**src/ufc_consts.svh**
```systemverilog
// constants and contract for the frame timing counters
`ifndef UFC_CONSTS_SVH
`define UFC_CONSTS_SVH
`define UFC_ADDR_W          8
`define UFC_OFS_REMAINING   8'h38
`define UFC_OFS_NUMBER      8'h3C
`define UFC_FR_W            14
`define UFC_FN_W            16
`define UFC_TOGGLE_BIT      31
`define UFC_FI_RESET        14'h2EDF
`define UFC_FR_ZERO         14'h0000
`define UFC_FN_ONE          16'h0001
`define UFC_SF_BIT          2
`define UFC_CLK_HZ          125000000
`define UFC_BIT_HZ          12000000
`define UFC_BT_ACC_W        28
`define UFC_BT_INC          28'h000000C
`define UFC_BT_MOD          28'h000007D
`endif

```
**src/ufc_pkg.sv**
```systemverilog
// types for the frame timing counters
package ufc_pkg;
   // register access strobe bundle
   typedef struct packed
   {
      logic        wr;     // write strobe
      logic        rd;     // read strobe
      logic [7:0]  addr;   // byte offset
      logic [31:0] wdata;  // write data
   } ufc_reg_req_s;
   // communication area write request
   typedef struct packed
   {
      logic        valid;  // request pending
      logic [15:0] count;  // frame count to publish
   } ufc_hca_req_s;
   // frame sequencer states
   typedef enum logic [2:0]
   {
      UFC_IDLE  = 3'b001,
      UFC_SOF   = 3'b010,
      UFC_WRITE = 3'b100
   } ufc_seq_e;
endpackage

```
**src/ufc_frame_timer.sv**
```systemverilog
// frame remaining and frame number counters with register access
`include "ufc_consts.svh"
`timescale 1ns/1ns
`default_nettype none
module ufc_frame_timer
   import ufc_pkg::*;
(
   input  wire logic        clock,
   input  wire logic        arst_n,
   // register access from the pci target
   input  wire logic        reg_wr,
   input  wire logic        reg_rd,
   input  wire logic [7:0]  reg_addr,
   input  wire logic [31:0] reg_wdata,
   output logic [31:0]      reg_rdata,
   output logic             reg_hit,
   // frame interval register fields
   // nominal interval from outside
   input  wire logic [13:0] interval_length,
   input  wire logic        interval_toggle_bit,
   // controller in operational state
   input  wire logic        operational_state,
   // start-of-frame token request
   output logic             sof_pulse,
   // communication area write port
   output logic             hca_wr_valid,
   input  wire logic        hca_wr_ready,
   output logic [15:0]      hca_wr_data,
   // frame start event toward interrupt status
   output logic             frame_start_flag_set,
   // descriptor fetch allowed for this frame
   output logic             ed_fetch_ok
);
   logic [13:0]  bit_times_left;       // remaining count
   logic         remaining_toggle_bit; // copied interval toggle
   logic [15:0]  frame_count;          // frame number counter
   logic         oper_q;               // previous operational level
   logic         enter_oper;           // operational entry pulse
   logic         tick;                 // one bit time elapsed
   logic         reload;               // frame boundary reload
   logic         hca_busy;             // writer holding a request
   logic         hca_done;             // writer finished
   ufc_seq_e     seq;                  // frame sequencer state
   ufc_hca_req_s hca_req;              // request to the writer
   ufc_reg_req_s req;                  // bundled access

   assign req = '{wr: reg_wr, rd: reg_rd, addr: reg_addr, wdata: reg_wdata};

   // decode of a register offset
   function automatic logic is_ofs(input logic [7:0] a, input logic [7:0] o);
      is_ofs = (a == o);
   endfunction

   // bit time generator
   ufc_bit_tick u_tick
   (
      .clock  (clock),
      .arst_n (arst_n),
      .run    (operational_state),
      .tick   (tick)
   );

   // operational entry edge
   always_ff @(posedge clock or negedge arst_n)
   begin
      if (!arst_n)
         oper_q <= 1'b0;
      else
         oper_q <= operational_state;
   end
   assign enter_oper = operational_state && !oper_q;

   // reload when zero at a bit boundary
   assign reload = operational_state && !enter_oper && tick && (bit_times_left == `UFC_FR_ZERO);

   // remaining counter and toggle
   always_ff @(posedge clock or negedge arst_n)
   begin
      if (!arst_n)
      begin
         bit_times_left       <= `UFC_FR_ZERO;
         remaining_toggle_bit <= 1'b0;
      end
      else if (enter_oper)
      begin
         bit_times_left <= interval_length;
      end
      else if (reload)
      begin
         bit_times_left <= interval_length;
         remaining_toggle_bit <= interval_toggle_bit;
      end
      else if (operational_state && tick)
      begin
         bit_times_left <= bit_times_left - 14'h0001;
      end
      else if (req.wr && is_ofs(req.addr, `UFC_OFS_REMAINING))
      begin
         bit_times_left       <= req.wdata[`UFC_FR_W-1:0];
         remaining_toggle_bit <= req.wdata[`UFC_TOGGLE_BIT];
      end
   end

   // frame number counter
   always_ff @(posedge clock or negedge arst_n)
   begin
      if (!arst_n)
         frame_count <= '0;
      else if (enter_oper || reload)
         frame_count <= frame_count + `UFC_FN_ONE;
      else if (req.wr && is_ofs(req.addr, `UFC_OFS_NUMBER))
         frame_count <= {2'b00, req.wdata[`UFC_FR_W-1:0]};
   end

   // frame sequencer: sof, then publish, then allow fetch
   always_ff @(posedge clock or negedge arst_n)
   begin
      if (!arst_n)
         seq <= UFC_IDLE;
      else
      begin
         unique case (seq)
            UFC_IDLE:
               if (reload)
                  seq <= UFC_SOF;
            UFC_SOF:
               seq <= UFC_WRITE;
            UFC_WRITE:
               if (hca_done)
                  seq <= UFC_IDLE;
            default:
               seq <= UFC_IDLE;
         endcase
      end
   end

   always_ff @(posedge clock or negedge arst_n)
   begin
      if (!arst_n)
         sof_pulse <= 1'b0;
      else
         sof_pulse <= reload;
   end

   assign hca_req = '{valid: (seq == UFC_SOF), count: frame_count};
   // no fetch while the count write is still pending
   assign ed_fetch_ok = (seq == UFC_IDLE) && !hca_busy && operational_state;

   ufc_hca_writer u_hca
   (
      .clock        (clock),
      .arst_n       (arst_n),
      .req          (hca_req),
      .busy         (hca_busy),
      .hca_wr_valid (hca_wr_valid),
      .hca_wr_ready (hca_wr_ready),
      .hca_wr_data  (hca_wr_data),
      .done         (hca_done)
   );

   // one-cycle set of status bit 2
   assign frame_start_flag_set = hca_done;

   // read data register; reserved bits read zero
   always_ff @(posedge clock or negedge arst_n)
   begin
      if (!arst_n)
      begin
         reg_rdata <= '0;
         reg_hit   <= 1'b0;
      end
      else if (req.rd && is_ofs(req.addr, `UFC_OFS_REMAINING))
      begin
         reg_rdata <= {remaining_toggle_bit, 17'h00000, bit_times_left};
         reg_hit   <= 1'b1;
      end
      else if (req.rd && is_ofs(req.addr, `UFC_OFS_NUMBER))
      begin
         reg_rdata <= {18'h00000, frame_count[`UFC_FR_W-1:0]};
         reg_hit   <= 1'b1;
      end
      else
      begin
         reg_rdata <= '0;
         reg_hit   <= 1'b0;
      end
   end
endmodule
`default_nettype wire

```
**src/ufc_bit_tick.sv**
```systemverilog
// bit time tick generator from the system clock
`include "ufc_consts.svh"
`timescale 1ns/1ns
`default_nettype none
module ufc_bit_tick
   import ufc_pkg::*;
(
   input  wire logic clock,
   input  wire logic arst_n,
   input  wire logic run,
   output logic      tick
);
   logic [`UFC_BT_ACC_W-1:0] acc;       // fractional phase accumulator
   logic [`UFC_BT_ACC_W-1:0] next_acc;  // accumulator plus increment

   // 12/125 ratio scaled so bits carry exact average rate
   always_comb
   begin
      next_acc = acc + `UFC_BT_INC;
   end

   // accumulate phase; one tick per bit time
   always_ff @(posedge clock or negedge arst_n)
   begin
      if (!arst_n)
      begin
         acc  <= '0;
         tick <= 1'b0;
      end
      else if (!run)
      begin
         acc  <= '0;
         tick <= 1'b0;
      end
      else if (next_acc >= `UFC_BT_MOD)
      begin
         acc  <= next_acc - `UFC_BT_MOD;
         tick <= 1'b1;
      end
      else
      begin
         acc  <= next_acc;
         tick <= 1'b0;
      end
   end
endmodule
`default_nettype wire

```
**src/ufc_hca_writer.sv**
```systemverilog
// publishes the frame count and raises the frame start event
`include "ufc_consts.svh"
`timescale 1ns/1ns
`default_nettype none
module ufc_hca_writer
   import ufc_pkg::*;
(
   input  wire logic         clock,
   input  wire logic         arst_n,
   input  wire ufc_hca_req_s req,
   output logic              busy,
   output logic              hca_wr_valid,
   input  wire logic         hca_wr_ready,
   output logic [15:0]       hca_wr_data,
   output logic              done
);
   // hold the request until the memory side accepts it
   always_ff @(posedge clock or negedge arst_n)
   begin
      if (!arst_n)
      begin
         hca_wr_valid <= 1'b0;
         hca_wr_data  <= '0;
      end
      else if (req.valid && !hca_wr_valid)
      begin
         hca_wr_valid <= 1'b1;
         hca_wr_data  <= req.count;
      end
      else if (hca_wr_valid && hca_wr_ready)
      begin
         hca_wr_valid <= 1'b0;
      end
   end

   always_ff @(posedge clock or negedge arst_n)
   begin
      if (!arst_n)
         done <= 1'b0;
      else
         done <= hca_wr_valid && hca_wr_ready;
   end

   assign busy = hca_wr_valid;
endmodule
`default_nettype wire

```
**config.mk**
```make
export PLATFORM = sky130hd
export DESIGN_NAME = ufc_frame_timer
export DESIGN_NICKNAME = d
export VERILOG_FILES = /design/src/ufc_pkg.sv /design/src/ufc_frame_timer.sv /design/src/ufc_bit_tick.sv /design/src/ufc_hca_writer.sv
export VERILOG_INCLUDE_DIRS = /design/src /design/src/src
export SDC_FILE = /design/constraint.sdc
export NUM_CORES = 1
export LEC_CHECK = 0
export BUFFER_PORTS_ARGS = -buffer_cell sky130_fd_sc_hd__buf_2
export CORE_ASPECT_RATIO = 1.5
export CORE_UTILIZATION = 51
export CTS_CLUSTER_SIZE = 8
export DETAILED_ROUTE_END_ITERATION = 7
export PLACE_DENSITY = 0.84
export SETUP_SLACK_MARGIN = 0.05
export SYNTH_ARGS = -nofsm -noshare
export SYNTH_HDL_FRONTEND = slang
export SYNTH_HIERARCHICAL = 1
export SYNTH_SLANG_ARGS = --single-unit
```
**constraint.sdc**
```tcl
create_clock -name clock -period 3.1 [get_ports clock]
set_clock_uncertainty 0.2 [all_clocks]
set_input_delay 0.62 -clock clock [delete_from_list [all_inputs] [get_ports clock]]
set_output_delay 0.62 -clock clock [all_outputs]
set_load 0.01 [all_outputs]
```
Word level (Yosys, flattened, before mapping) --
Cells that the tools add are included.
Word-level totals: flip-flop bits (word level) 116, input bits 61, output and inout port bits 53, word-level logic and storage cells 73
Operators by class: add/subtract/negate cells 4, $lt $le $gt $ge 1, eq/ne operators 8, multiplexer cells 22, bitwise gates (word level) 1, reduce and logical (&&, ||, !) cells 24
Operator list (count):
- $mux W14 | 5
- $mux W28 | 2
- $mux W16 | 2
- $mux W32 | 1
- $add A28 B4 Y28 const B | 1
- $ge A28 B7 Y1 const B | 1
- $sub A28 B7 Y28 const B | 1
- $add A16 B1 Y16 const B | 1
- $eq A8 B6 Y1 const B | 2
- $logic_not A14 Y1 | 1
- $sub A14 B1 Y14 const B | 1
- $logic_and A1 B1 Y1 | 13
- $mux W1 | 9
- $pmux W3 S3 | 1
- $mux W3 | 2
- $reduce_bool A2 Y1 | 3
- $ne A2 B2 Y1 const B | 2
- $reduce_bool A4 Y1 | 1
- $eq A3 B1 Y1 const B | 1
- $eq A3 B2 Y1 const B | 1
- $eq A3 B3 Y1 const B | 1
- $logic_not A1 Y1 | 3
- $reduce_and A3 Y1 | 1
- $ne A2 B1 Y1 const B | 1
- 3 further kinds | 3

Depth between registers and ports, before layout --
depth after elaboration 8, depth in mapped cells 15, mapped depth without buffers 11

By module --
The synthesis kept the hierarchy.
By module, submodules not included:
- ufc_frame_timer | instances 1, cells an instance 327, area an instance 3065.4 sq um, sequential area each 1302.5 sq um
- ufc_bit_tick | instances 1, cells an instance 287, area an instance 2413.6 sq um, sequential area each 725.7 sq um
- ufc_hca_writer | instances 1, cells an instance 41, area an instance 721.9 sq um, sequential area each 450.4 sq um

Worst setup path before layout --
Ideal clock, no wire load.
kind flip-flop to flip-flop, start register u_tick.acc[2], end register u_tick.acc[17], setup time 0.078 ns, arrival 2.896 ns, required time 2.822 ns, setup slack -0.074 ns, cell stages (with the launch flop) 14, buffers on the path 2, period minus slack after synthesis 3.174 ns, cell sequence dfrtp_1 -> inv_1 -> ha_1 -> nand4b_1 -> nor3_1 -> xnor2_1 -> and4_1 -> buf_4 -> a21boi_4 -> nand3_2 -> buf_6 -> and3_4 -> or3_1 -> a21oi_1
Between the ends: longest elaborated chain between the ends 4, elaborated cells between the ends (all ways) 5, classes of those cells 2 x add/sub; 1 x order compare; 2 x mux
RTL lines:
- start, declared | line ufc_bit_tick.sv:13 | logic [`UFC_BT_ACC_W-1:0] acc;
- start signal, assigned | line ufc_bit_tick.sv:37 | acc <= next_acc - `UFC_BT_MOD;
- start signal, assigned | line ufc_bit_tick.sv:42 | acc <= next_acc;
- $add A28 B4 Y28 (no source line) *
- $sub A28 B7 Y28 (no source line) or $ge A28 B7 Y1 (tied branches)
- $mux W28 * | line ufc_bit_tick.sv:35 | else if (next_acc >= `UFC_BT_MOD)
- $mux W28 * | line ufc_bit_tick.sv:30 | else if (!run)
Mark *: on every way between the ends. The rest lies on a longest branch, timed or not. A chain may end at the register's enable or synchronous reset.

Worst setup path in the final report --
start register u_tick.acc[2], end register u_tick.acc[8]
Same word-level chain as after synthesis.

==> summary.md <==
The clock transition at the register clock pins on the worst setup and hold paths after CTS was 0.07 ns. The flow ran to the end, and the final reports show no timing, DRC or antenna violations. For this design the top-level I/O count stands at 114.

Most heavily used metal layer in global routing: met2. The clock passes through at most 2 buffers. In the final timing run, aggregate negative setup slack is 0 ns. Measured along the x axis, the die boundary spans 92.0 um. Overall power consumption after layout is estimated at 5.41 mW. Hold slack: 0.267 ns.

Most common flop cell mapped by yosys: sky130_fd_sc_hd__dfrtp_1. The signed area change from the synthesized netlist to the final layout is 18.5%, and the vertical die dimension is 137 um. Sequential elements use 40.0% of the synthesized area. The clock latency on the worst-skew pair was 0.35 ns; the setup violation total in the final timing report was 0.

For the number of buffers created by CTS, the log shows 9. The hold path startpoint is interval_length[0]. The final layout contains routed wiring with a total length of 17000 um. The required time reported for the critical path endpoint is 3.16 ns, and the number of I/O port buffers is 79. The tools report the floorplan row count as 49. The first global-routing pass estimated 26700 um of wire. TritonCTS built the clock tree.

The power per cell area was 736 nW/um^2; the total routing usage reported by global routing was 27.1%. The category of the worst setup path capture point is a flip-flop. During synthesis, Yosys emitted a total of 6 warnings. Routability-driven placement finished with a final weighted congestion of 0.971. Synthesis handed over a netlist of 655 instances. The peak fanout along the critical path was 10; the register bit count reported by yosys was 99. The tool flagged a number of max-cap violations equal to 0.

CTS saw 99 sinks. For met2 alone, demand over resource in global routing was 51.2%. Headroom to the max-slew limit came out at 57.5%. In the final routed layout, each cell accounts on average for 18.4 um. For the number of antenna-violating nets in the routed design, the log shows 0. Launching element type of the critical path: a flip-flop.

The post-route minimum period is 2.92 ns. The clock root buffer master was sky130_fd_sc_hd__clkbuf_16. Averaged over all synthesized cells, the footprint is 9.47 sq um. The met3 layer usage reported by global route came out at 3.44%. The layout cell share with drive strength beyond 1 is 29.3%, and the count of different cell masters after synthesis is 89. The run gives 6 as the first-pass detailed-route iteration total.

The tools report the number of vias in the routed layout as 5576. For this run, the post-layout net count is 830. The post-place setup slack is -0.0343 ns, and the largest net degree at the start of global routing is 54. The run gives 2.98 ns as the data arrival time of the worst path. The HPWL after detailed placement is 12600 um.

The total congestion overflow is 0, and the number of H-tree branching levels is 3. The tools report the leakage power total as 3.41 nW. The detailed router finished its first iteration with 249 violations. Number of global-route vias before repair: 5432.

The initial utilization of the core area, before any placement, comes to 52.1%. Max-slew violation count: 0. Counting flops with an async set or reset pin after synthesis yields a share of 100%. Number of antenna violations at the first check in global routing: 0.

The worst setup path is of the reg2reg kind. The number of antenna diodes in the final layout is 0. The post-detailed-route via-to-cell ratio is 6.06. After synthesis the cells add up to 6200 sq um.

The startpoint of the most critical setup path was u_tick/acc[2]$_DFF_PN0_. The tools report the smallest setup slack after layout as 0.179 ns. The die covers 12600 sq um. The run gives 11900 sq um as the placeable core area. Setup repair after global routing left no endpoint under its margin. The final-report hold violation count was 0; the part of the cycle the worst path needs was 94.2%.

In the global route stage, met1 resource usage came out at 29.0%. The path class of the tightest hold or removal check is in2reg. The fmax is 0.342 GHz. In this run the critical register-to-register path is launched from u_tick/acc[2]$_DFF_PN0_.

The transition time of the tightest slew-check pin is 0.635 ns. The number of remaining DRC errors is 0, and the number of synthesized flops with an enable pin is 0. Maximum ir drop on the vdd rail: 0.644 mV.
==> routing by layer <==
layer  part of all wire (%)  wire (um)
met3                    4.8        816
met2                     54       9200
met4                    4.3        733
met1                     37       6200
met5                      0          0
==> logic make-up (layout without fill, tap and decap cells) <==
| family | Yosys count | after routing | synth area share, % |
|---|---|---|---|
| compound gates | 123 | 123 | 14.3 |
| flops | 99 | 99 | 40.0 |
| xor+xnor | 37 | 37 | 5.23 |
| simple gates | 283 | 283 | 25.6 |
| fa+ha+maj | 7 | 7 | 1.41 |
| mux | 36 | 36 | 6.82 |
| other cells | 1 | 17 | 0.0605 |
| buf+inv | 69 | 165 | 6.52 |
==> sequential cells by signal (all words and copies together), names as in the netlist, 3 cells and up <==
name               flops
bit_times_left        14
frame_count           16
reg_rdata             15
seq                    3
u_hca/hca_wr_data     16
u_tick/acc            28
==> cell type report <==
| type | instances | area (sq um) |
|---|---|---|
| Fill cell | 990 | 4540 |
| Multi-Input combinational cell | 503 | 3500 |
| Sequential cell | 99 | 2480 |
| Timing Repair Buffer | 132 | 811 |
| Clock buffer | 10 | 229 |
| Tap cell | 153 | 191 |
| Clock inverter | 6 | 71.3 |
| Inverter | 17 | 65.1 |
==> cells in the mapped netlist (4+ instances only) <==
master	instances	area [sq um]
sky130_fd_sc_hd__dfrtp_1	98	2450
sky130_fd_sc_hd__nor2_1	74	278
sky130_fd_sc_hd__nand2_1	43	161
sky130_fd_sc_hd__nand3_1	37	185
sky130_fd_sc_hd__xnor2_1	26	228
sky130_fd_sc_hd__a21oi_1	24	120
sky130_fd_sc_hd__buf_4	20	150
sky130_fd_sc_hd__o21ai_0	20	100
sky130_fd_sc_hd__mux2i_1	19	190
sky130_fd_sc_hd__nand4_1	19	119
sky130_fd_sc_hd__nor3_1	18	90.1
sky130_fd_sc_hd__inv_1	15	56.3
sky130_fd_sc_hd__and3_1	14	87.6
sky130_fd_sc_hd__buf_2	14	70.1
sky130_fd_sc_hd__mux2_4	11	165
sky130_fd_sc_hd__xor2_1	11	96.3
sky130_fd_sc_hd__a31oi_1	10	62.6
sky130_fd_sc_hd__clkbuf_1	10	37.5
sky130_fd_sc_hd__and4_1	9	78.8
sky130_fd_sc_hd__o31ai_1	9	67.6
sky130_fd_sc_hd__and2_1	8	50.1
sky130_fd_sc_hd__ha_1	7	87.6
sky130_fd_sc_hd__nor4_1	7	43.8
sky130_fd_sc_hd__mux2_2	6	67.6
sky130_fd_sc_hd__o32ai_1	6	52.6
sky130_fd_sc_hd__nor2b_1	5	31.3
sky130_fd_sc_hd__nor3b_1	5	37.5
sky130_fd_sc_hd__o221a_2	5	56.3
sky130_fd_sc_hd__o22ai_1	5	31.3
sky130_fd_sc_hd__or3_1	5	31.3
sky130_fd_sc_hd__a311oi_1	4	35.0
sky130_fd_sc_hd__buf_6	4	45.0
sky130_fd_sc_hd__o211ai_1	4	30.0
sky130_fd_sc_hd__o2bb2ai_1	4	35.0
sky130_fd_sc_hd__or2_2	4	25.0
==> per-stage QoR <==
| stage | std cells | util (%) | area [sq um] |
|---|---|---|---|
| after global routing | 920 | 61.8 | 7350 |
| after CTS | 915 | 60.9 | 7250 |
| final | 920 | 61.8 | 7350 |
| after global placement | 896 | 57.9 | 6880 |
| after floorplan | 671 | - | 6280 |
| after detailed placement | 896 | 57.9 | 6880 |
==> repair_timing <==
item	CTS	global route
setup endpoints to repair	7	9
endpoints found under the hold margin	14	0
hold buffers	1	0
gates resized for setup	7	18
pin swaps	1	9
setup buffers	2	5
==> final timing paths <==
kind	to	slack [ns]	cells past startpoint
worst min-delay path	bit_times_left[0]$_DFFE_PN0P_	0.27	3
max in group asynchronous	u_hca/done$_DFF_PN0_	1.54	3
worst min register to register	u_hca/hca_wr_data[11]$_DFFE_PN0P_	0.31	1
min in group asynchronous	reg_rdata[2]$_DFF_PN0_	0.48	2
worst max-delay path	u_tick/acc[8]$_DFF_PN0_	0.18	11
worst max register to register	u_tick/acc[8]$_DFF_PN0_	0.18	11
==> where the power goes <==
part	internal (mW)	total [mW]	switching, mW	leakage [nW]
Clock	0.635	1.15	0.515	0.140
Sequential	1.55	1.93	0.382	1.27
Combinational	1.09	2.33	1.24	2.00
Total	3.27	5.41	2.14	3.41
==> layout by cell type, fill, tap and decap left out, types with 6 or more instances in the layout <==
cell type / instances
sky130_fd_sc_hd__a21oi_1: 22
sky130_fd_sc_hd__a31oi_1: 9
sky130_fd_sc_hd__and2_1: 8
sky130_fd_sc_hd__and3_1: 14
sky130_fd_sc_hd__and4_1: 8
sky130_fd_sc_hd__buf_2: 78
sky130_fd_sc_hd__buf_4: 52
sky130_fd_sc_hd__clkbuf_16: 9
sky130_fd_sc_hd__conb_1: 17
sky130_fd_sc_hd__dfrtp_1: 95
sky130_fd_sc_hd__ha_1: 6
sky130_fd_sc_hd__inv_1: 13
sky130_fd_sc_hd__mux2_2: 6
sky130_fd_sc_hd__mux2_4: 11
sky130_fd_sc_hd__mux2i_1: 19
sky130_fd_sc_hd__nand2_1: 43
sky130_fd_sc_hd__nand3_1: 37
sky130_fd_sc_hd__nand4_1: 19
sky130_fd_sc_hd__nor2_1: 73
sky130_fd_sc_hd__nor3_1: 14
sky130_fd_sc_hd__o21ai_0: 20
sky130_fd_sc_hd__o31ai_1: 9
sky130_fd_sc_hd__o32ai_1: 6
sky130_fd_sc_hd__xnor2_1: 26
sky130_fd_sc_hd__xor2_1: 10
==> critical path, cell delays in order, from the launching register on <==
cell and delay (ns):
sky130_fd_sc_hd__dfrtp_1 0.40, sky130_fd_sc_hd__buf_4 0.17, sky130_fd_sc_hd__o2111a_2 0.29, sky130_fd_sc_hd__mux2_4 0.34
sky130_fd_sc_hd__o22ai_4 0.13, sky130_fd_sc_hd__and4_4 0.24, sky130_fd_sc_hd__a21boi_4 0.22, sky130_fd_sc_hd__nand3_4 0.14
sky130_fd_sc_hd__buf_4 0.21, sky130_fd_sc_hd__nor3b_1 0.15, sky130_fd_sc_hd__o21a_1 0.18, sky130_fd_sc_hd__nor3_2 0.16
(Power assumes the default switching activity.)
